File: src/apt_defs.vh
// Constants for the converter pair trigger control block.
// Assumes a 32-bit Avalon-MM slave with byte addresses, word aligned.
`ifndef APT_DEFS_VH
`define APT_DEFS_VH

// ==========================================
// Register byte offsets
`define APT_CTRL1_OFS 4'h0
`define APT_CTRL2_OFS 4'h4
`define APT_STAT_OFS 4'h8

// ==========================================
// Control register 1 fields
`define APT_P3SEL_MSB 12
`define APT_P3SEL_LSB 8
`define APT_P2IRQEN_BIT 7
`define APT_P2PEND_BIT 6
`define APT_P2SWTRG_BIT 5

// ==========================================
// Control register 2 fields
`define APT_P3SWTRG_BIT 5
`define APT_P2SEL_MSB 4
`define APT_P2SEL_LSB 0

// ==========================================
// Status register fields
`define APT_ST_P2PEND_BIT 0
`define APT_ST_P3PEND_BIT 1
`define APT_ST_BUSY_BIT 2
`define APT_ST_INFLIGHT_BIT 3

// ==========================================
// Reset values
`define APT_SEL_RST 5'h00
`define APT_BIT_RST 1'b0

// ==========================================
// Trigger selector codes
`define APT_TRG_NONE 5'h00
`define APT_TRG_SW_IND 5'h01
`define APT_TRG_SW_GLB 5'h02
`define APT_TRG_SPECIAL 5'h03
`define APT_TRG_PRI_FIRST 5'h04
`define APT_TRG_PRI_LAST 5'h07
`define APT_TRG_TMR1 5'h0c
`define APT_TRG_SEC_FIRST 5'h0e
`define APT_TRG_SEC_LAST 5'h11
`define APT_TRG_CL_FIRST 5'h17
`define APT_TRG_CL_LAST 5'h1a
`define APT_TRG_TMR2 5'h1f

// ==========================================
// Pair numbers on the engine port
`define APT_PAIR2 2'h2
`define APT_PAIR3 2'h3

`endif

File: src/apt_pair_trigger_control.v
// Trigger selection, pending state and request arbitration for two
// converter input pairs, with an Avalon-MM register slave.
// Assumes all trigger sources and the conversion engine run on clock_i
// and present triggers as one-cycle pulses.
//
// Local design decisions: the Avalon-MM register port and the placing of the registers.
`timescale 1ns/1ps
`default_nettype none
`include "apt_defs.vh"

module apt_pair_trigger_control (
    // Clock and reset
    input wire clock_i,
    input wire sys_rst_i,
    // Avalon-MM register slave
    input wire [3:0] avs_address_i,
    input wire avs_read_i,
    input wire avs_write_i,
    input wire [31:0] avs_writedata_i,
    input wire [3:0] avs_byteenable_i,
    output reg [31:0] avs_readdata_o,
    output reg avs_waitrequest_o,
    // Trigger sources
    input wire global_sw_trig_i,
    input wire special_event_trig_i,
    input wire [3:0] pwm_primary_trig_i,
    input wire [3:0] pwm_secondary_trig_i,
    input wire [3:0] pwm_current_limit_trig_i,
    input wire timer1_period_i,
    input wire timer2_period_i,
    // Conversion engine
    input wire conv_busy_i,
    input wire conv_done_i,
    output reg conv_start_o,
    output reg [1:0] conv_pair_o,
    // Interrupt request to the interrupt controller
    output reg pair2_irq_o
);

// ==========================================
// Arbiter states
localparam ST_IDLE = 1'b0;
localparam ST_BUSY = 1'b1;

// ==========================================
// Trigger decode, shared by both pairs
function trig_hit;
    input [4:0] sel;
    input sw_bit;
    input gsw;
    input sev;
    input [3:0] pri;
    input [3:0] sec;
    input [3:0] cl;
    input t1;
    input t2;
    begin
        trig_hit = 1'b0;
        case (sel)
            `APT_TRG_NONE: trig_hit = 1'b0;
            `APT_TRG_SW_IND: trig_hit = sw_bit;
            `APT_TRG_SW_GLB: trig_hit = sw_bit | gsw;
            `APT_TRG_SPECIAL: trig_hit = sev;
            5'h04: trig_hit = pri[0];
            5'h05: trig_hit = pri[1];
            5'h06: trig_hit = pri[2];
            `APT_TRG_PRI_LAST: trig_hit = pri[3];
            `APT_TRG_TMR1: trig_hit = t1;
            `APT_TRG_SEC_FIRST: trig_hit = sec[0];
            5'h0f: trig_hit = sec[1];
            5'h10: trig_hit = sec[2];
            `APT_TRG_SEC_LAST: trig_hit = sec[3];
            `APT_TRG_CL_FIRST: trig_hit = cl[0];
            5'h18: trig_hit = cl[1];
            5'h19: trig_hit = cl[2];
            `APT_TRG_CL_LAST: trig_hit = cl[3];
            `APT_TRG_TMR2: trig_hit = t2;
            // Reserved codes start nothing
            default: trig_hit = 1'b0;
        endcase
    end
endfunction

// ==========================================
// State
reg [4:0] p3_sel;
reg [4:0] p2_sel;
reg p2_irq_en;
reg p2_swtrg;
reg p3_swtrg;
reg p2_pend;
reg p3_pend;
reg state;
reg inflight;

// ==========================================
// Bus decode
wire bus_req;
wire acc_done;
wire wr_acc;
wire wr_ctrl1;
wire wr_ctrl2;
reg [31:0] next_rdata;

assign bus_req = avs_read_i | avs_write_i;
// Access completes at the edge where waitrequest is seen low
assign acc_done = bus_req & ~avs_waitrequest_o;
assign wr_acc = avs_write_i & ~avs_waitrequest_o;
assign wr_ctrl1 = wr_acc & (avs_address_i == `APT_CTRL1_OFS);
assign wr_ctrl2 = wr_acc & (avs_address_i == `APT_CTRL2_OFS);

always @* begin
    next_rdata = 32'h0000_0000;
    case (avs_address_i)
        `APT_CTRL1_OFS: begin
            next_rdata[`APT_P3SEL_MSB:`APT_P3SEL_LSB] = p3_sel;
            next_rdata[`APT_P2IRQEN_BIT] = p2_irq_en;
            next_rdata[`APT_P2PEND_BIT] = p2_pend;
            next_rdata[`APT_P2SWTRG_BIT] = p2_swtrg;
        end
        `APT_CTRL2_OFS: begin
            next_rdata[`APT_P3SWTRG_BIT] = p3_swtrg;
            next_rdata[`APT_P2SEL_MSB:`APT_P2SEL_LSB] = p2_sel;
        end
        `APT_STAT_OFS: begin
            next_rdata[`APT_ST_P2PEND_BIT] = p2_pend;
            next_rdata[`APT_ST_P3PEND_BIT] = p3_pend;
            next_rdata[`APT_ST_BUSY_BIT] = state;
            next_rdata[`APT_ST_INFLIGHT_BIT] = inflight;
        end
        // Unmapped words read as zero
        default: next_rdata = 32'h0000_0000;
    endcase
end

// ==========================================
// Trigger evaluation and completion
// Triggers count as one-cycle pulses; a held level retriggers
wire p2_hit;
wire p3_hit;
wire done_p2;
wire done_p3;
wire start_now;

assign p2_hit = trig_hit(p2_sel, p2_swtrg, global_sw_trig_i,
    special_event_trig_i, pwm_primary_trig_i, pwm_secondary_trig_i,
    pwm_current_limit_trig_i, timer1_period_i, timer2_period_i);
assign p3_hit = trig_hit(p3_sel, p3_swtrg, global_sw_trig_i,
    special_event_trig_i, pwm_primary_trig_i, pwm_secondary_trig_i,
    pwm_current_limit_trig_i, timer1_period_i, timer2_period_i);

assign done_p2 = conv_done_i & (state == ST_BUSY) & ~inflight;
assign done_p3 = conv_done_i & (state == ST_BUSY) & inflight;
// Held while the shared engine is busy elsewhere
assign start_now = (state == ST_IDLE) & ~conv_busy_i &
    (p2_pend | p3_pend);

// ==========================================
// Bus handshake: one wait cycle, then the answer
always @(posedge clock_i) begin
    if (sys_rst_i) begin
        avs_waitrequest_o <= 1'b1;
        avs_readdata_o <= 32'h0000_0000;
    end else begin
        if (bus_req & avs_waitrequest_o) begin
            avs_waitrequest_o <= 1'b0;
            avs_readdata_o <= next_rdata;
        end else begin
            avs_waitrequest_o <= 1'b1;
        end
        // Read data drops to zero once answered
        if (acc_done) begin
            avs_readdata_o <= 32'h0000_0000;
        end
    end
end

// ==========================================
// Software-written fields
// The pending bit is status only; writes skip it
always @(posedge clock_i) begin
    if (sys_rst_i) begin
        p3_sel <= `APT_SEL_RST;
        p2_sel <= `APT_SEL_RST;
        p2_irq_en <= `APT_BIT_RST;
    end else begin
        if (wr_ctrl1 & avs_byteenable_i[1]) begin
            p3_sel <= avs_writedata_i[`APT_P3SEL_MSB:`APT_P3SEL_LSB];
        end
        if (wr_ctrl1 & avs_byteenable_i[0]) begin
            p2_irq_en <= avs_writedata_i[`APT_P2IRQEN_BIT];
        end
        if (wr_ctrl2 & avs_byteenable_i[0]) begin
            p2_sel <= avs_writedata_i[`APT_P2SEL_MSB:`APT_P2SEL_LSB];
        end
    end
end

// ==========================================
// Software trigger bits; a write in the clearing cycle wins
// A bit set under code 0 waits for a software code; a hit of any other selected source clears it
always @(posedge clock_i) begin
    if (sys_rst_i) begin
        p2_swtrg <= `APT_BIT_RST;
        p3_swtrg <= `APT_BIT_RST;
    end else begin
        if (wr_ctrl1 & avs_byteenable_i[0]) begin
            p2_swtrg <= avs_writedata_i[`APT_P2SWTRG_BIT];
        end else if (p2_hit) begin
            p2_swtrg <= 1'b0;
        end
        if (wr_ctrl2 & avs_byteenable_i[0]) begin
            p3_swtrg <= avs_writedata_i[`APT_P3SWTRG_BIT];
        end else if (p3_hit) begin
            p3_swtrg <= 1'b0;
        end
    end
end

// ==========================================
// Pending flags; a new trigger beats the completion clear
// A trigger for a pair already pending is absorbed
always @(posedge clock_i) begin
    if (sys_rst_i) begin
        p2_pend <= `APT_BIT_RST;
        p3_pend <= `APT_BIT_RST;
    end else begin
        if (p2_hit) begin
            p2_pend <= 1'b1;
        end else if (done_p2) begin
            p2_pend <= 1'b0;
        end
        if (p3_hit) begin
            p3_pend <= 1'b1;
        end else if (done_p3) begin
            p3_pend <= 1'b0;
        end
    end
end

// ==========================================
// Arbitration choice, pair2 ahead of pair3
reg next_inflight;
reg [1:0] next_pair;

always @* begin
    next_inflight = 1'b0;
    next_pair = `APT_PAIR2;
    if (~p2_pend & p3_pend) begin
        next_inflight = 1'b1;
        next_pair = `APT_PAIR3;
    end
end

// ==========================================
// Arbiter toward the shared conversion engine
always @(posedge clock_i) begin
    if (sys_rst_i) begin
        state <= ST_IDLE;
        inflight <= 1'b0;
        conv_start_o <= 1'b0;
        conv_pair_o <= `APT_PAIR2;
        pair2_irq_o <= 1'b0;
    end else begin
        conv_start_o <= 1'b0;
        pair2_irq_o <= done_p2 & p2_irq_en;
        case (state)
            ST_IDLE: begin
                if (start_now) begin
                    state <= ST_BUSY;
                    conv_start_o <= 1'b1;
                    inflight <= next_inflight;
                    conv_pair_o <= next_pair;
                end
            end
            ST_BUSY: begin
                // Stays here until the engine reports completion
                if (conv_done_i) begin
                    state <= ST_IDLE;
                end
            end
            default: begin
                state <= ST_IDLE;
            end
        endcase
    end
end

endmodule
`default_nettype wire

File: config.mk
export PLATFORM = sky130hd
export DESIGN_NAME = apt_pair_trigger_control
export DESIGN_NICKNAME = d
export VERILOG_FILES = /design/src/apt_pair_trigger_control.v
export VERILOG_INCLUDE_DIRS = /design/src
export SDC_FILE = /design/constraint.sdc
export NUM_CORES = 1
export LEC_CHECK = 0
export BUFFER_PORTS_ARGS = -buffer_cell sky130_fd_sc_hd__buf_2
export CORE_MARGIN = 3
export CORE_UTILIZATION = 46
export CTS_CLUSTER_DIAMETER = 50
export DETAILED_ROUTE_END_ITERATION = 10
export PLACE_DENSITY = 0.81
export SLEW_MARGIN = 20
export SYNTH_ARGS = -nofsm -noshare
export SYNTH_HDL_FRONTEND = slang
export SYNTH_SLANG_ARGS = --single-unit
File: constraint.sdc
create_clock -name clock_i -period 1.8 [get_ports clock_i]
set_input_delay 0.36 -clock clock_i [delete_from_list [all_inputs] [get_ports clock_i]]
set_output_delay 0.36 -clock clock_i [all_outputs]
set_load 0.02 [all_outputs]
==> results_dict.tcl <==
set metrics [dict create \
    endpoint_kind "flip-flop" \
    avgSynthCellArea_um2 8.90 \
    cp_max_fo 8 \
    io_pins 99 \
    cp_slowest_stage_delay_ps 480 \
    grt_pass1_vias 1501 \
    core_mm2 0.00406 \
    busiest_layer "met2" \
    ir_drop_v 0.000289 \
    grt.met3_usage_pct 4.97 \
    dp_cells 314 \
    postCtsSetupBuffers 0 \
    p_leak_uw 0.000978 \
    grt_overflow_total 0 \
    seqCellArea_um2 661 \
    fin_tns_setup_ps 0 \
    crit_type "flip-flop to flip-flop" \
    reg2reg_depth 5 \
    grt_use_total_pct 17.3 \
    cts_max_level 2 \
    p_per_area_mw_per_mm2 642 \
    arrival_ps 1800 \
    cts_resized 0 \
    die_w_um 71.1 \
    cts_buffer_depth 2 \
    multiInputGateArea_mm2 0.00110 \
    rsz0062_at_grt "false" \
    reg_top3 "avs_readdata_o (13), p2_sel (5), p3_sel (5)" \
    areaGrowthSynthToFinish_pct 16.0 \
    drt-initial-drc-count 145 \
    synth_edf_count 0 \
    place.gp.congestion 0.831 \
    routedWlPerCell_um 13.8 \
    worstHoldPathType "input port to flip-flop" \
    maxCapViolations 0 \
    drt-pass1-iter-count 4 \
    ys_types 49 \
    worstPathRequired_ps 1980 \
    post-route-period-util_pct 90.1 \
    crit_family "compound AO/OA/AOI/OAI gates" \
    portBuffers 56 \
    path_depth 5 \
    postRouteAntennaNets 0 \
    post-dp-hpwl_mm 3.40 \
    finalHoldViolations 0 \
    vias 1736 \
    fill_cells 389 \
    critPathSlowestCell "dfxtp_1" \
    clock_latency_ps 280 \
    synth-main-ff-cell "dfxtp_1" \
    grt_max_degree 21 \
    drc 0 \
    num_antenna_cells 0 \
    rows 23 \
    wl_mm 4.42 \
    yosysTopAreaCell "dfxtp_1" \
    vias_per_cell 5.41 \
    cts_hold_buf 0 \
    path_cells "mux2i_1, o21ai_0, a221oi_1, nand3_1, o41ai_1" \
    fmax_mhz 617 \
    grt_use_met2_pct 27.0 \
    synth_seq_area_share_pct 33.9 \
    clk_pin_slew_worst_paths_ps 70 \
    period_minus_slack_ps 1620 \
    die_h_um 71.1 \
    status "completed" \
    initial_utilization_pct 48.0 \
    synthCells 219 \
    cts_tree "built" \
    synth_top_area_share_pct 33.9 \
    clock_skew_ps 9.71 \
    layoutNonFillerInstCount 321 \
    largest_reg_flops 13 \
    startpoint_type "flip-flop" \
    dieArea_mm2 0.00506 \
    nNetsFinal 333 \
    setup_viol 0 \
    slew_viol_final 0 \
    antenna_found_initial 0 \
    ys.warnings.count 0 \
    whs_path_depth 3 \
    cp_num_buf_inv 0 \
    synthArstFlopShare_pct 0 \
    hold_slack_ps 311 \
    drive_gt1_share_pct 29.9 \
    synth_seq_cells 33 \
    root_buffer "clkbuf_8" \
    grt_pass1_wl_mm 7.04 \
    synth_area_mm2 0.00195 \
    cts_made_buffers 5 \
    yosys-top-cells-area "dfxtp_1 34%, buf_4 8.1%, mux2i_1 7.7%, nor2_1 6.2%, a22oi_1 4.6%" \
    cts.sinks 33 \
    use_met1_pct 23.7 \
    rrSetupSlack_ps 180 \
    regMostFlops "avs_readdata_o" \
]
## synth_stat cells, types with 3 or more instances
library cell / count
a22oi_1: 12
nor2b_1: 3
o21ai_0: 7
nand3_1: 4
clkbuf_1: 5
nand3b_1: 7
nor3_1: 3
nand2b_1: 3
buf_2: 9
a22o_1: 4
nor4b_1: 3
a21oi_1: 7
nor2_1: 32
buf_4: 21
dfxtp_1: 33
and3_1: 3
mux2i_1: 15
nand4b_1: 3
## cell type report
type,count,area share (%)
Clock buffer,7,3.82
Sequential cell,33,29.2
Tap cell,50,2.77
Timing Repair Buffer,64,15.0
Inverter,2,0.332
Multi-Input combinational cell,165,48.8
## cells by family (layout without fill, tap and decap cells)
group                     count (synthesis)  after routing  synth area share [%]
other                                     2             20                 0.385
AOI/OAI and AO/OA                        45             45                  16.3
DFF                                      33             33                  33.9
buffers and inverters                    39             73                  12.9
and+or+nand+nor                          83             83                  27.0
muxes                                    16             16                  9.05
xor gates and xnor gates                  1              1                 0.449
## worst min-delay path, cell delays in order
cell and delay [ps]:
buf_2 80, mux2i_1 50, nor2_1 70
## report_power, final
group	internal, µW	switching, µW	leakage [µW]	total, µW
clock	303	256	0.0000443	559
combinational	56.6	99.9	0.000668	156
sequential	733	3.95	0.000266	737
total	1090	359	0.000978	1450
## final timing paths
path                      start                 to
min reg2reg   avs_readdata_o[4]  avs_readdata_o[4]
min          avs_writedata_i[2]          p2_sel[2]
max                   p2_sel[3]           p2_swtrg
max reg2reg           p2_sel[3]           p2_swtrg
## through the flow
stage / total power [µW] / worst slack [ps] / util, % / cell area [µm²]
final: 1450 / 179 / 55.8 / 2260
after global routing: 1510 / 63.4 / 55.8 / 2260
after CTS: 1460 / 181 / 55.8 / 2260
after detailed placement: 908 / 92.4 / 53.6 / 2180
after global placement: 907 / 111 / 53.6 / 2180
after floorplan: 871 / 358 / - / 2020
## metal layers
metal	share of wire, %	wire, µm	up-vias
met5	0	0	-
met4	0.70	31	0
met3	8.3	367	5
met2	46	2030	75
met1	45	2000	802
li1	-	-	854
## cells in the final DEF, fill, tap and decap left out, types with 4 or more instances in the layout
cell / instances
nand3b_1: 7
mux2i_1: 15
nand3_1: 4
a22o_1: 4
a21oi_1: 7
buf_2: 56
buf_4: 8
o21ai_0: 7
conb_1: 20
nor2_1: 32
clkbuf_8: 6
a22oi_1: 12
dfxtp_1: 33
Power figures use the tool's default switching activity.
